--- config.mk ---
export PLATFORM = sky130hd
export DESIGN_NAME = lps_ctrl
export DESIGN_NICKNAME = d
export VERILOG_FILES = /design/src/rtl/lps_pkg.sv /design/src/rtl/lps_ctrl.sv
export SDC_FILE = /design/constraint.sdc
export NUM_CORES = 1
export LEC_CHECK = 0
export BUFFER_PORTS_ARGS = -buffer_cell sky130_fd_sc_hd__buf_4
export CAP_MARGIN = 25
export CORE_MARGIN = 5
export CORE_UTILIZATION = 46
export DETAILED_ROUTE_END_ITERATION = 12
export GPL_TIMING_DRIVEN = 0
export MAX_ROUTING_LAYER = met4
export PLACE_DENSITY_LB_ADDON = 0.08
export SETUP_SLACK_MARGIN = 0.1
export SYNTH_ARGS = -nofsm -noshare
export SYNTH_HDL_FRONTEND = slang
export SYNTH_SLANG_ARGS = --single-unit
--- constraint.sdc ---
create_clock -name i_clock -period 2.47 [get_ports i_clock]
set_clock_uncertainty 0.2 [all_clocks]
set_input_delay 0.494 -clock i_clock [delete_from_list [all_inputs] [get_ports i_clock]]
set_output_delay 0.494 -clock i_clock [all_outputs]
set_load 0.03 [all_outputs]
--- src/rtl/lps_pkg.sv ---
// package of constants, types and register map for the line protection switch
package lps_pkg;

    // request codes written by host software
    localparam logic [3:0] REQ_CLEAR = 4'h1;
    localparam logic [3:0] REQ_LOCKOUT = 4'h2;
    localparam logic [3:0] REQ_FORCE_WP = 4'h3;
    localparam logic [3:0] REQ_FORCE_PW = 4'h4;
    localparam logic [3:0] REQ_MAN_WP = 4'h5;
    localparam logic [3:0] REQ_MAN_PW = 4'h6;
    localparam logic [3:0] REQ_NONE = 4'h0;

    // request states, highest precedence first
    localparam logic [3:0] ST_LOCKOUT = 4'h1;
    localparam logic [3:0] ST_FORCED = 4'h2;
    localparam logic [3:0] ST_SIG_FAIL = 4'h3;
    localparam logic [3:0] ST_SIG_DEG = 4'h4;
    localparam logic [3:0] ST_MANUAL = 4'h5;
    localparam logic [3:0] ST_WTR = 4'h6;
    localparam logic [3:0] ST_REVERSE = 4'h8;
    localparam logic [3:0] ST_DNR = 4'h9;
    localparam logic [3:0] ST_NO_REQ = 4'ha;

    // wishbone register byte offsets
    localparam logic [3:0] OFS_CTRL = 4'h0;
    localparam logic [3:0] OFS_REQ = 4'h4;
    localparam logic [3:0] OFS_STAT = 4'h8;
    localparam logic [3:0] OFS_EVT = 4'hc;

    // ctrl field positions
    localparam int CTRL_REVERT = 0;
    localparam int CTRL_BIDIR = 1;
    localparam int CTRL_ONE_PLUS_ONE = 2;
    localparam int CTRL_SD_LSB = 8;

    // reset value and opposite-request limit
    localparam logic [31:0] CTRL_RST = 32'h0000_0004;
    localparam logic [1:0] MAX_OPPOSITE = 2'h2;

    // event log codes
    localparam logic [1:0] EVT_SF_OK = 2'h1;
    localparam logic [1:0] EVT_SF_FAIL = 2'h2;
    localparam logic [1:0] EVT_ERR_OPP = 2'h3;

    // per-line defect inputs
    typedef struct packed {
        logic loss_of_signal;
        logic loss_of_frame;
        logic line_ais;
        logic ber_above_1e3;
        logic [7:0] ber_exp;
    } lps_line_s;

    // whole state of the controller
    typedef struct packed {
        logic [31:0] dat;
        logic ack;
        logic revert;
        logic bidir;
        logic one_plus_one;
        logic [7:0] sd_thresh;
        logic [3:0] last_user;
        logic [3:0] req_state;
        logic on_prot;
        logic [1:0] opp_cnt;
        logic last_dir;
        logic blocked;
        logic pending;
        logic [1:0] evt_code;
        logic evt_src;
        logic evt_dst;
        logic [7:0] evt_cnt;
        logic rev_out;
    } lps_state_s;

endpackage : lps_pkg

--- src/rtl/lps_ctrl.sv ---
// line protection switch controller with wishbone register access
// Functional notes
// - bidirectional switch makes far end reverse-request
// - clear in non-revertive gives do-not-revert state
// - clear in revertive gives no-request state
// - forced there and back blocks until clear
// - opposite requests at most twice in row
// - remember last request, switch when available
// - lockout selects working until clear or another request is accepted
// - forced switch ignores destination alarm
// - manual waits while destination alarmed, then switches
// - clear after forced resumes automatic switching
// - clear reinitialises, prefers healthier working line
// - protection signal fail overrides forced switch
// - reset starts clear, host resends request
// - revertive clear mode returns to working line
// - auto switch on fail only to healthy standby, on degrade to any non-degraded standby
// - signal-fail switch events off the working line logged with outcome
// - 1+1 mode bit only read back, switching ignores it
// - card switch only realigns to request
// - fixed precedence arbitrates request states
// - fail from defects, degrade from threshold
`timescale 1ns/1ps
`default_nettype none

module lps_ctrl (
    input wire logic i_clock,
    input wire logic i_rst,
    input wire logic i_wb_cyc,
    input wire logic i_wb_stb,
    input wire logic i_wb_we,
    input wire logic [3:0] i_wb_adr,
    input wire logic [3:0] i_wb_sel,
    input wire logic [31:0] i_wb_dat,
    output logic [31:0] o_wb_dat,
    output logic o_wb_ack,
    input wire lps_pkg::lps_line_s i_work,
    input wire lps_pkg::lps_line_s i_prot,
    input wire logic i_far_reverse,
    input wire logic i_card_switch,
    output logic o_sel_prot,
    output logic o_reverse_req,
    output logic [3:0] o_req_state,
    output logic o_event
);

    lps_pkg::lps_state_s s_r;
    lps_pkg::lps_state_s s_nxt;

    // line condition decode
    logic w_sf, p_sf, w_sd, p_sd;
    logic wr_req, rd_req;
    logic [3:0] req_code;
    logic dst_bad;
    logic want_prot;
    logic bad_now;

    always_comb begin
        // fail on any hard defect, degrade on error-rate exponent threshold
        w_sf = i_work.loss_of_signal | i_work.loss_of_frame | i_work.line_ais
            | i_work.ber_above_1e3;
        p_sf = i_prot.loss_of_signal | i_prot.loss_of_frame | i_prot.line_ais
            | i_prot.ber_above_1e3;
        w_sd = (i_work.ber_exp != 8'h00) && (i_work.ber_exp <= s_r.sd_thresh);
        p_sd = (i_prot.ber_exp != 8'h00) && (i_prot.ber_exp <= s_r.sd_thresh);
    end

    always_comb begin
        // defaults hold state
        s_nxt = s_r;
        s_nxt.ack = 1'b0;
        s_nxt.evt_code = 2'h0;
        s_nxt.rev_out = 1'b0;
        // writes land on the edge that completes the cycle, when ack is seen
        wr_req = i_wb_cyc && i_wb_stb && i_wb_we && s_r.ack;
        rd_req = i_wb_cyc && i_wb_stb && !i_wb_we && !s_r.ack;
        req_code = REQ_NONE_f();
        dst_bad = 1'b0;
        want_prot = s_r.on_prot;
        bad_now = 1'b0;
        // classic single-cycle-latency slave
        if (i_wb_cyc && i_wb_stb && !s_r.ack) begin
            s_nxt.ack = 1'b1;
        end
        // read mux, unmapped reads zero
        if (rd_req) begin
            case (i_wb_adr)
                lps_pkg::OFS_CTRL: s_nxt.dat = {16'h0000, s_r.sd_thresh, 5'h00,
                    s_r.one_plus_one, s_r.bidir, s_r.revert};
                lps_pkg::OFS_REQ: s_nxt.dat = {28'h0000000, s_r.last_user};
                lps_pkg::OFS_STAT: s_nxt.dat = {16'h0000, s_r.last_user, s_r.req_state,
                    3'h0, s_r.blocked, s_r.pending, p_sf, w_sf, s_r.on_prot};
                lps_pkg::OFS_EVT: s_nxt.dat = {16'h0000, s_r.evt_cnt, 6'h00,
                    s_r.evt_src, s_r.evt_dst};
                default: s_nxt.dat = 32'h0000_0000;
            endcase
        end
        // control register write
        if (wr_req && i_wb_adr == lps_pkg::OFS_CTRL) begin
            if (i_wb_sel[0]) begin
                s_nxt.revert = i_wb_dat[lps_pkg::CTRL_REVERT];
                s_nxt.bidir = i_wb_dat[lps_pkg::CTRL_BIDIR];
                s_nxt.one_plus_one = i_wb_dat[lps_pkg::CTRL_ONE_PLUS_ONE];
            end
            if (i_wb_sel[1]) begin
                s_nxt.sd_thresh = i_wb_dat[lps_pkg::CTRL_SD_LSB +: 8];
            end
        end
        // request register write
        if (wr_req && i_wb_adr == lps_pkg::OFS_REQ && i_wb_sel[0]) begin
            req_code = i_wb_dat[3:0];
        end
        // external request handling
        case (req_code)
            lps_pkg::REQ_CLEAR: begin
                // reinitialise; revert choice picks state
                s_nxt.last_user = lps_pkg::REQ_CLEAR;
                s_nxt.opp_cnt = 2'h0;
                s_nxt.blocked = 1'b0;
                s_nxt.pending = 1'b0;
                s_nxt.req_state = s_r.revert ? lps_pkg::ST_NO_REQ
                    : lps_pkg::ST_DNR;
                // back to working only if working is healthier
                if (s_r.on_prot && (p_sf | p_sd) && !(w_sf | (w_sd & !p_sf))) begin
                    want_prot = 1'b0;
                end
            end
            lps_pkg::REQ_LOCKOUT, lps_pkg::REQ_FORCE_WP, lps_pkg::REQ_FORCE_PW,
            lps_pkg::REQ_MAN_WP, lps_pkg::REQ_MAN_PW: begin
                if (s_r.blocked || (s_r.opp_cnt == lps_pkg::MAX_OPPOSITE)) begin
                    // third opposite request is refused and logged
                    s_nxt.blocked = 1'b1;
                    s_nxt.evt_code = lps_pkg::EVT_ERR_OPP;
                end else begin
                    s_nxt.last_user = req_code;
                    s_nxt.pending = 1'b1;
                    s_nxt.opp_cnt = s_r.opp_cnt + 2'h1;
                    s_nxt.last_dir = (req_code == lps_pkg::REQ_FORCE_WP)
                        || (req_code == lps_pkg::REQ_MAN_WP);
                end
            end
            default: begin
                // no request this cycle
            end
        endcase
        // card swap realigns only to remembered request
        if (i_card_switch && s_r.last_user != lps_pkg::REQ_CLEAR) begin
            s_nxt.pending = 1'b1;
        end
        // arbitration over the remembered request, by precedence
        if (p_sf && s_r.on_prot && s_r.last_user != lps_pkg::REQ_LOCKOUT) begin
            // protection failure beats forced, even onto failed working
            want_prot = 1'b0;
            s_nxt.req_state = lps_pkg::ST_SIG_FAIL;
        end else if (req_code == lps_pkg::REQ_CLEAR) begin
            // clear taken this cycle owns the state; the old request must not
            // overwrite it, arbitration resumes on the next cycle
            s_nxt.pending = 1'b0;
        end else if (s_r.last_user == lps_pkg::REQ_LOCKOUT) begin
            want_prot = 1'b0;
            s_nxt.req_state = lps_pkg::ST_LOCKOUT;
            s_nxt.pending = 1'b0;
        end else if (s_r.last_user == lps_pkg::REQ_FORCE_WP
                || s_r.last_user == lps_pkg::REQ_FORCE_PW) begin
            if (s_r.pending) begin
                want_prot = s_r.last_user == lps_pkg::REQ_FORCE_WP;
                s_nxt.pending = 1'b0;
            end
            s_nxt.req_state = lps_pkg::ST_FORCED;
        end else if (s_r.on_prot ? p_sf : w_sf) begin
            // active line failed: move only to healthy standby
            bad_now = 1'b1;
            s_nxt.req_state = lps_pkg::ST_SIG_FAIL;
            if (!(s_r.on_prot ? w_sf : p_sf)) begin
                want_prot = !s_r.on_prot;
                s_nxt.evt_code = lps_pkg::EVT_SF_OK;
            end else begin
                s_nxt.evt_code = lps_pkg::EVT_SF_FAIL;
            end
            s_nxt.evt_src = s_r.on_prot;
            s_nxt.evt_dst = !s_r.on_prot;
        end else if (s_r.on_prot ? (p_sd & !w_sd) : (w_sd & !p_sd)) begin
            want_prot = !s_r.on_prot;
            s_nxt.req_state = lps_pkg::ST_SIG_DEG;
        end else if (s_r.last_user == lps_pkg::REQ_MAN_WP
                || s_r.last_user == lps_pkg::REQ_MAN_PW) begin
            s_nxt.req_state = lps_pkg::ST_MANUAL;
            // wait while destination alarmed, then switch
            dst_bad = (s_r.last_user == lps_pkg::REQ_MAN_WP) ? (p_sf | p_sd)
                : (w_sf | w_sd);
            if (s_r.pending && !dst_bad) begin
                want_prot = s_r.last_user == lps_pkg::REQ_MAN_WP;
                s_nxt.pending = 1'b0;
            end
        end else if (i_far_reverse && s_r.bidir) begin
            s_nxt.req_state = lps_pkg::ST_REVERSE;
        end else if (s_r.last_user == lps_pkg::REQ_CLEAR && s_r.revert
                && s_r.on_prot && !w_sf && !w_sd) begin
            // revertive clear mode settles on working
            want_prot = 1'b0;
            s_nxt.req_state = lps_pkg::ST_NO_REQ;
        end
        s_nxt.on_prot = want_prot;
        // tell far end we switched in bidirectional mode
        if (want_prot != s_r.on_prot && s_r.bidir) begin
            s_nxt.rev_out = 1'b1;
        end
        if (s_nxt.evt_code != 2'h0) begin
            s_nxt.evt_cnt = s_r.evt_cnt + 8'h01;
        end
        if (bad_now && s_nxt.evt_code == 2'h0) begin
            s_nxt.evt_code = lps_pkg::EVT_SF_FAIL;
        end
    end

    // constant helper keeps request default in one place
    function automatic logic [3:0] REQ_NONE_f();
        return lps_pkg::REQ_NONE;
    endfunction : REQ_NONE_f

    // state register; reset starts in clear automatic mode on working
    always_ff @(posedge i_clock) begin
        if (i_rst) begin
            s_r <= '0;
            s_r.revert <= lps_pkg::CTRL_RST[lps_pkg::CTRL_REVERT];
            s_r.one_plus_one <= lps_pkg::CTRL_RST[lps_pkg::CTRL_ONE_PLUS_ONE];
            s_r.last_user <= lps_pkg::REQ_CLEAR;
            s_r.req_state <= lps_pkg::ST_NO_REQ;
        end else begin
            s_r <= s_nxt;
        end
    end

    // outputs straight from state flops
    assign o_wb_dat = s_r.dat;
    assign o_wb_ack = s_r.ack;
    assign o_sel_prot = s_r.on_prot;
    assign o_reverse_req = s_r.rev_out;
    assign o_req_state = s_r.req_state;
    assign o_event = s_r.evt_code != 2'h0;

endmodule : lps_ctrl

`default_nettype wire

After elaboration in Yosys (flattened, before gate mapping)
Index checks and enable logic that the tools add are counted.
Widths: inputs -> output; s select.
- flip-flop bits (word level): 71
- input bits: 71
- output and inout port bits: 40
- logic and storage cells: 178
- add/sub/neg operators: 2
- magnitude comparators: 2
- equal/unequal tests: 21
- mux-type cells: 63
- bitwise logic cells: 17
- reduce and logical (&&, ||, !) cells: 53
- operators with widths (operator ; count):
    $mux 4 ; 16
    $pmux 16 s4 ; 1
    $mux 1 ; 36
    $eq 4x3->1 const B ; 7
    $logic_and 1x1->1 ; 24
    $eq 4x2->1 const B ; 4
    $le 8x8->1 ; 2
    $reduce_bool 8->1 ; 2
    $mux 2 ; 5
    $reduce_and 2->1 ; 5
    $logic_not 1->1 ; 9
    $or 1x1->1 ; 9
    $add 8x1->8 const B ; 1
    $eq 4x1->1 const B ; 2
    $eq 4x4->1 const B ; 2
    $pmux 2 s2 ; 2
    $pmux 4 s2 ; 1
    $reduce_bool 2->1 ; 3
    $mux 5 ; 1
    $not 1->1 ; 5
    $reduce_and 5->1 ; 1
    $reduce_or 5->1 ; 1
    $logic_not 4->1 ; 1
    $logic_or 1x1->1 ; 4
    10 further kinds ; 14

Logic depth before layout (Yosys ltp)
Gate-level depths: netlist (run 1).
- depth in word-level cells: 22
- gate-level depth with buffers: 11
- mapped depth without buffers: 10

Worst setup path after synthesis (run 1)
Ideal clock, no wire load.
- kind: input-to-reg
- start point: input i_prot[1] in the netlist's numbering
- end point: register s_r, in the netlist o_reverse_req
- library setup time: 0.072 ns
- arrival: 2.255 ns
- required time: 2.198 ns
- path slack: -0.057 ns
- stages: 9
- buffers on the path: 0
- cell sequence: ha_1 nor2b_1 o211ai_1 a211oi_1 nor3b_1 o2bb2ai_1 a21oi_1 o311ai_2 mux2i_1
- cells in the longest elaborated chain, start to end: 19
- elaborated cells on any way between the ends: 30
- those cells by class: 1 x order compare; 1 x eq/ne; 17 x mux; 3 x bitwise; 8 x reduce/logical
- RTL lines (item ; RTL line ; RTL):
    start: declaration ; lps_ctrl.sv:38 ; input wire lps_pkg::lps_line_s i_prot,
    $le 8x8->1 or $reduce_bool 8->1 (tied branches) ; lps_ctrl.sv:65 ; p_sd = (i_prot.ber_exp != 8'h00) && (i_prot.ber_exp <= s_r.sd_thresh);
    $logic_and 1x1->1 (*) ; lps_ctrl.sv:65 ;
    $or 1x1->1 ; lps_ctrl.sv:124, lps_ctrl.sv:189 ;
    $logic_and 1x1->1 (2 in series) ; lps_ctrl.sv:124 ; if (s_r.on_prot && (p_sf | p_sd) && !(w_sf | (w_sd & !p_sf))) begin
    $mux 1 ; lps_ctrl.sv:124 ;
    $mux 1 ; lps_ctrl.sv:114 ; case (req_code)
    $mux 1 ; lps_ctrl.sv:197 ; end else if (s_r.last_user == lps_pkg::REQ_CLEAR && s_r.revert
    $mux 1 ; lps_ctrl.sv:195 ; end else if (i_far_reverse && s_r.bidir) begin
    [... 2 more ...] ; -- ;
    $mux 1 ; lps_ctrl.sv:170 ; end else if (s_r.on_prot ? p_sf : w_sf) begin
    $mux 1 ; lps_ctrl.sv:163 ; end else if (s_r.last_user == lps_pkg::REQ_FORCE_WP
    $mux 1 ; lps_ctrl.sv:159 ; end else if (s_r.last_user == lps_pkg::REQ_LOCKOUT) begin
    $mux 1 (*) ; lps_ctrl.sv:155 ; end else if (req_code == lps_pkg::REQ_CLEAR) begin
    $mux 1 (*) ; lps_ctrl.sv:151 ; if (p_sf && s_r.on_prot && s_r.last_user != lps_pkg::REQ_LOCKOUT) begin
    $ne 1x1->1 (*) ; lps_ctrl.sv:205 ; if (want_prot != s_r.on_prot && s_r.bidir) begin
    $logic_and 1x1->1 (*) ; lps_ctrl.sv:205 ;
    $mux 1 (*) ; lps_ctrl.sv:205 ;
    end signal: assignment ; lps_ctrl.sv:230 ; s_r <= s_nxt;
    end: declaration ; lps_ctrl.sv:47 ; lps_pkg::lps_state_s s_r;
Every way passes the cells marked *; elsewhere a longest branch is shown, timed or not.
A chain may end at the register's enable or synchronous reset.

Worst setup path after layout (run 1)
- start point: register s_r[34] in the netlist's numbering
- end point: register s_r, in the netlist o_reverse_req
- cells in the longest elaborated chain, start to end: 20
- elaborated cells on any way between the ends: 37
- those cells by class: 2 x order compare; 1 x eq/ne; 17 x mux; 6 x bitwise; 11 x reduce/logical
- RTL lines (item ; RTL line ; RTL):
    $le 8x8->1 ; lps_ctrl.sv:64 ; w_sd = (i_work.ber_exp != 8'h00) && (i_work.ber_exp <= s_r.sd_thresh);
    $logic_and 1x1->1 ; lps_ctrl.sv:64 ;
    $and 1x1->1 ; lps_ctrl.sv:124 ;
    $or 1x1->1 ; lps_ctrl.sv:124 ;
    $logic_not 1->1 ; lps_ctrl.sv:124 ;
    $logic_and 1x1->1 ; lps_ctrl.sv:124 ;
    $mux 1 ; lps_ctrl.sv:124 ;
    $mux 1 ; lps_ctrl.sv:114 ;
    [... 4 more ...] ; -- ;
    $mux 1 ; lps_ctrl.sv:170 ;
    $mux 1 ; lps_ctrl.sv:163 ;
    $mux 1 ; lps_ctrl.sv:159 ;
    $mux 1 (*) ; lps_ctrl.sv:155 ;
    $mux 1 (*) ; lps_ctrl.sv:151 ;
    $ne 1x1->1 (*) ; lps_ctrl.sv:205 ;
    $logic_and 1x1->1 (*) ; lps_ctrl.sv:205 ;
    $mux 1 (*) ; lps_ctrl.sv:205 ;
Marks and branches as above.

==> out/results.txt, run 1 <==
final wirelength = 9190 um
Pre-antenna DRT Iters = 4
slack of the critical path = -0.0253 ns
CTS tree = yes
startpoint types = flop
post-synthesis mux area share = 0.0857
Peak Freq = 401 MHz
Synth area leaders = dfxtp_1, buf_4, ha_1
post-route ant nets = 0
Num CTS Buffers = 5
crit path time final = 2.50 ns
Critical Path, Cell by Cell = inv_2, ha_4, nand4_1, nor2_2, a211oi_2, nor3b_2, buf_4, o21ai_2, o311ai_2, mux2i_1
global placer's final weighted congestion = 0.872
Synth Area per Inst = 8.26 sq um
Clock Latency Late Sink = 0.32 ns
Syn Std Cell Area = 3400 sq um
Yosys top cell area share = 0.300
main combinational cell family by area after synthesis = simple AND/OR/NAND/NOR gates
most numerous cell in the Yosys netlist = dfxtp_1
worst slack, placed = -0.307 ns
CTS Buffer Depth = 2
vias in the first global route = 3034
Placed Instances = 596
Synth Area in Adders = 0.0662
RSZ-0062 raised after global routing = true
Primary FF master, synth = dfxtp_1
utilization after layout = 0.619
Max Slew Vio Count = 0
largest net degree at the start of global routing = 19
Worst Setup SP = s_r[34]
GRT Overall Usage = 0.208
total gr overflow = 0
# setup viols final = 1
Crit path max-delay family = simple AND/OR/NAND/NOR gates
clock slew at reported path FFs = 0.12 ns
Min Hold Slack = 0.225 ns
EDFF count, synth = 0
DRT iter0 DRCs = 163
Rel. slew slack = 0.531
clk root buf = clkbuf_8
maximum capacitance violations = 0
status = complete, but fails checks
total power = 0.00176 W
post-route non-filler standard cell count = 619
CORE AREA = 7210 sq um
ANT cells = 0
hold depth = 3
Worst setup EP type = flop
drt drc = 0
I/O Buffers = 67
worst hold path class = in -> reg
Final Hold Fails = 0
reg2reg setup slack = -0.03 ns
count of cell types in the netlist = 64
antenna violations before repair = 0
Worst Path Required = 2.53 ns
vias = 3216
WP data arrival = 2.56 ns
H-tree depth = 2
simple-gate area share of the yosys netlist = 0.237
clock sink total = 51
Mapped Cells = 412
Area Growth Syn to Fin = 31.3%
peak supply drop = 0.238 mV
Post-synth top cells = dfxtp_1, nor2_1, buf_4
period utilization = 1.01
Seq/Total Area, Yosys = 0.300
worst-margin pin slew = 0.697 ns
Worst Reg-to-Reg Cells = 10
full die area = 9220 sq um
Synth area leader = dfxtp_1
FFs w/ async S/R, synth = 0
Slowest-stage cell, CP = dfxtp_2
routed length per placed instance = 14.8 um
proportion of layout cells with a drive suffix above 1 = 0.352
number of synthesis warnings = 0
worst-path fanout max = 4
nets = 608
critical path class = reg -> reg
Initial Util = 0.472
FF+latch count, synth = 51
RR Startpoint = s_r[34]
hold endpoint = s_r[29]
CTS Hold Bufs = 0
# IOs = 111
Hold Startpoint = i_wb_dat[10]
Worst Path Buf+Inv = 2
global-route wire length before repair = 14600 um
CP max stage delay = 0.35 ns
vias per cell = 5.20
compound-cell area share of the yosys netlist = 0.159
DP HPWL = 7170 um
Post-Synth XOR/XNOR Area = 0.0232
Leakage = 2.00 nW
Worst R2R End = o_reverse_req
Row Count = 31
P per Cell Area = 393 nW/um^2
Die X = 96 um
chip height = 96 um
failing checks = setup timing
-- how the worst max path moves through the flow --
stage / end / slack (ns) / depth (start not counted)
after global routing: o_reverse_req / -0.12 / 10
final: o_reverse_req / -0.03 / 10
after floorplan: o_reverse_req / 0.08 / 9
after detailed placement: o_reverse_req / -0.31 / 10
after CTS: o_reverse_req / -0.02 / 10
after global placement: o_reverse_req / -0.32 / 9
-- repair_timing --
action	in CTS	in global routing
setup buffers	11	4
gates resized for setup	18	15
pin swaps	15	12
endpoints found under the hold margin	0	0
endpoints found under the setup margin	6	11
-- logic make-up (layout without fill, tap and decap cells) --
| family | Yosys count | in the layout |
|---|---|---|
| DFF | 51 | 51 |
| muxes | 26 | 26 |
| AOI/OAI and AO/OA | 80 | 80 |
| buffers and inverters | 72 | 162 |
| xor gates and xnor gates | 9 | 9 |
| adders and majority gates | 18 | 18 |
| other | 1 | 19 |
| and+or+nand+nor | 155 | 155 |
-- worst register-to-register path, stage by stage, from the launching register on --
cell      delay, ns
dfxtp_2        0.35
inv_2          0.06
ha_4           0.27
nand4_1        0.14
nor2_2         0.21
a211oi_2       0.09
nor3b_2        0.34
buf_4          0.19
o21ai_2        0.06
o311ai_2       0.35
mux2i_1        0.21
-- cell type report --
cell class | instances | area (sq um)
buffer | 57 | 382
clock inverter | 3 | 28.8
inverter | 15 | 56.3
fill | 696 | 2750
timing repair buffer | 82 | 616
multi-input combinational | 307 | 2160
tap | 99 | 124
sequential | 51 | 1030
clock buffer | 5 | 68.8
-- stage by stage --
step | area, sq um | setup TNS (ns)
2_1_floorplan | 3480 | 0
3_3_place_gp | 4110 | -1.47
3_5_place_dp | 4110 | -1.55
4_1_cts | 4360 | -0.0172
5_1_grt | 4470 | -0.287
6_report | 4470 | -0.0253
-- per-layer routing --
| layer | wire [um] | vias to the layer above | share of wire | track usage |
|---|---|---|---|---|
| li1 | - | 1630 | - | - |
| met1 | 4310 | 1509 | 0.47 | 0.271 |
| met2 | 4420 | 68 | 0.48 | 0.338 |
| met3 | 352 | 9 | 0.038 | 0.0352 |
| met4 | 106 | 0 | 0.012 | 0.0486 |
| met5 | 0 | - | 0 | - |
-- where the power goes --
| part | leakage, nW | internal (W) | total [W] | switching (W) |
|---|---|---|---|---|
| logic | 1.53 | 0.000177 | 0.000375 | 0.000199 |
| registers | 0.417 | 0.000838 | 0.000856 | 0.0000177 |
| clock network | 0.0502 | 0.000211 | 0.000525 | 0.000314 |
| total | 2.00 | 0.00123 | 0.00176 | 0.000530 |
-- registers in the layout, indices dropped and copies added (netlist names) --
register and count:
s_r 31, o_wb_dat 13, o_req_state 4, o_reverse_req 1
o_sel_prot 1, o_wb_ack 1
-- placed cells by master, fill, tap and decap left out, types with 8 or more instances in the layout --
cell      instances
nor2_1           45
dfxtp_1          44
a21oi_1          18
a22oi_1          12
inv_1            10
ha_1             11
buf_4           121
nand3_1          12
conb_1           19
nand4_1           8
nor3_1            8
clkbuf_1         12
o21ai_0          16
mux2i_1          22
nand2_1          32
No activity file was read; power rests on OpenSTA's default activity.
==> inputs of run 2 (changes only) <==
--- a/config.mk
+++ b/config.mk
@@ -8,7 +8,7 @@
 export BUFFER_PORTS_ARGS = -buffer_cell sky130_fd_sc_hd__buf_4
 export CAP_MARGIN = 25
 export CORE_MARGIN = 5
-export CORE_UTILIZATION = 46
+export CORE_UTILIZATION = 48
 export DETAILED_ROUTE_END_ITERATION = 12
 export GPL_TIMING_DRIVEN = 0
 export MAX_ROUTING_LAYER = met4
==> constraint.sdc (replaced) <==
create_clock -name i_clock -period 2.9 [get_ports i_clock]
set_clock_uncertainty 0.2 [all_clocks]
set_input_delay 0.58 -clock i_clock [delete_from_list [all_inputs] [get_ports i_clock]]
set_output_delay 0.58 -clock i_clock [all_outputs]
set_load 0.03 [all_outputs]
==> out/results.txt, run 2 (synthesis gave the netlist of run 1 again) <==
worst-path fanout max = 6
Largest Register = s_r
worst hold path class = reg -> reg
fillcell total = 652
CORE AREA = 6830 sq um
sw power = 0.000433 W
global placer's final weighted congestion = 0.887
CTS Hold Bufs = 0
global-route wire length before repair = 14300 um
Leakage = 1.89 nW
full die area = 8870 sq um
worst-margin pin slew = 0.748 ns
CTS Buffer Depth = 2
vias = 3135
WP data arrival = 2.67 ns
DRT iter0 DRCs = 122
peak supply drop = 0.214 mV
Switching Share = 0.297
crit path time final = 2.62 ns
status = finished clean
most frequent cells in the layout = buf_4, dfxtp_1, nor2_1
Die X = 94.2 um
clock sink total = 51
Largest register FFs = 31
most common cell after layout, fill and taps aside = buf_4
P per Cell Area = 347 nW/um^2
Rel. slew slack = 0.497
ANT cells = 0
clk root buf = clkbuf_8
vias per cell = 5.22
I/O Buffers = 67
Worst setup EP type = flop
RSZ-0062 raised after global routing = true
nets = 593
final wirelength = 8850 um
Comb power frac = 0.197
antenna violations before repair = 0
CTS tree = yes
Placed Instances = 593
# setup viols final = 0
GRT Overall Usage = 0.209
proportion of layout cells with a drive suffix above 1 = 0.275
chip height = 94.2 um
period utilization = 0.903
DP HPWL = 7130 um
Seq pwr share = 0.502
register area = 1020 sq um
total gr overflow = 0
post-route non-filler standard cell count = 601
Worst Path Required = 2.95 ns
Int Pwr = 0.00102 W
clock power share = 0.301
Area Growth Syn to Fin = 23.4%
area occupied by multi-input gates = 2020 sq um
Peak Freq = 382 MHz
Max Slew Vio Count = 0
maximum capacitance violations = 0
Num CTS Buffers = 5
Final Hold Fails = 0
H-tree depth = 2
post-route ant nets = 0
# IOs = 111
clock slew at reported path FFs = 0.10 ns
routed length per placed instance = 14.7 um
vias in the first global route = 2973
largest net degree at the start of global routing = 19
Clock Latency Late Sink = 0.32 ns
critical path class = reg -> reg
startpoint types = flop
Initial Util = 0.498
Pre-antenna DRT Iters = 4
Row Count = 30
Min Hold Slack = 0.259 ns
drt drc = 0
[run 2: per-layer routing]
| metal | track usage | routed length (um) | vias up |
|---|---|---|---|
| met4 | 0.0481 | 133 | 0 |
| li1 | - | - | 1596 |
| met3 | 0.0393 | 480 | 13 |
| met1 | 0.256 | 3940 | 1443 |
| met2 | 0.356 | 4300 | 83 |
| met5 | - | 0 | - |
[run 2: path summary, 6_finish.rpt]
check                 from            end  slack [ns]  cells after the start
setup / recovery   s_r[34]  o_reverse_req        0.28                     10
hold / removal    o_wb_ack       o_wb_ack        0.26                      1
hold reg to reg   o_wb_ack       o_wb_ack        0.26                      1
setup reg to reg   s_r[34]  o_reverse_req        0.28                     10
[run 2: power groups by stage]
stage	logic (W)	registers, W	clock network [W]
after CTS	0.000286	0.000730	0.000457
final	0.000287	0.000730	0.000438
after global placement	0.000280	0.000745	0
after floorplan	0.000182	0.000744	0
after global routing	0.000316	0.000732	0.000482
after detailed placement	0.000284	0.000746	0
[run 2: per-stage QoR]
step / power, W / area (sq um) / TNS, ns / worst slack, ns / util
after floorplan: 0.000926 / 3470 / 0 / 0.287 / -
after global placement: 0.00102 / 4090 / -0.981 / -0.236 / 0.599
after detailed placement: 0.00103 / 4090 / -1.04 / -0.239 / 0.599
after CTS: 0.00147 / 4190 / 0 / 0.207 / 0.614
after global routing: 0.00153 / 4200 / 0 / 0.112 / 0.615
final: 0.00146 / 4200 / 0 / 0.280 / 0.615
[run 2: cell type report]
class	instances	share of cell area
multi-input combinational	307	0.482
sequential	51	0.243
timing repair buffer	67	0.120
buffer	57	0.0903
tap	96	0.0286
clock buffer	5	0.0164
inverter	15	0.0134
clock inverter	3	0.00626
[run 2: worst max-delay path: stages (launching register included)]
cell and delay, ns:
dfxtp_1 0.38, inv_1 0.09, ha_1 0.32, nand4_1 0.14, nor2_2 0.17, a211oi_1 0.09
nor3b_2 0.40, o2bb2ai_1 0.16, a21oi_1 0.10, o311ai_2 0.30, mux2i_1 0.21
[run 2: timing repair]
action,in CTS,in global routing
pin swaps,0,1
endpoints found under the hold margin,0,0
endpoints found under the setup margin,4,3
resized for setup,1,2
cloned,0,0
buffers inserted,0,0
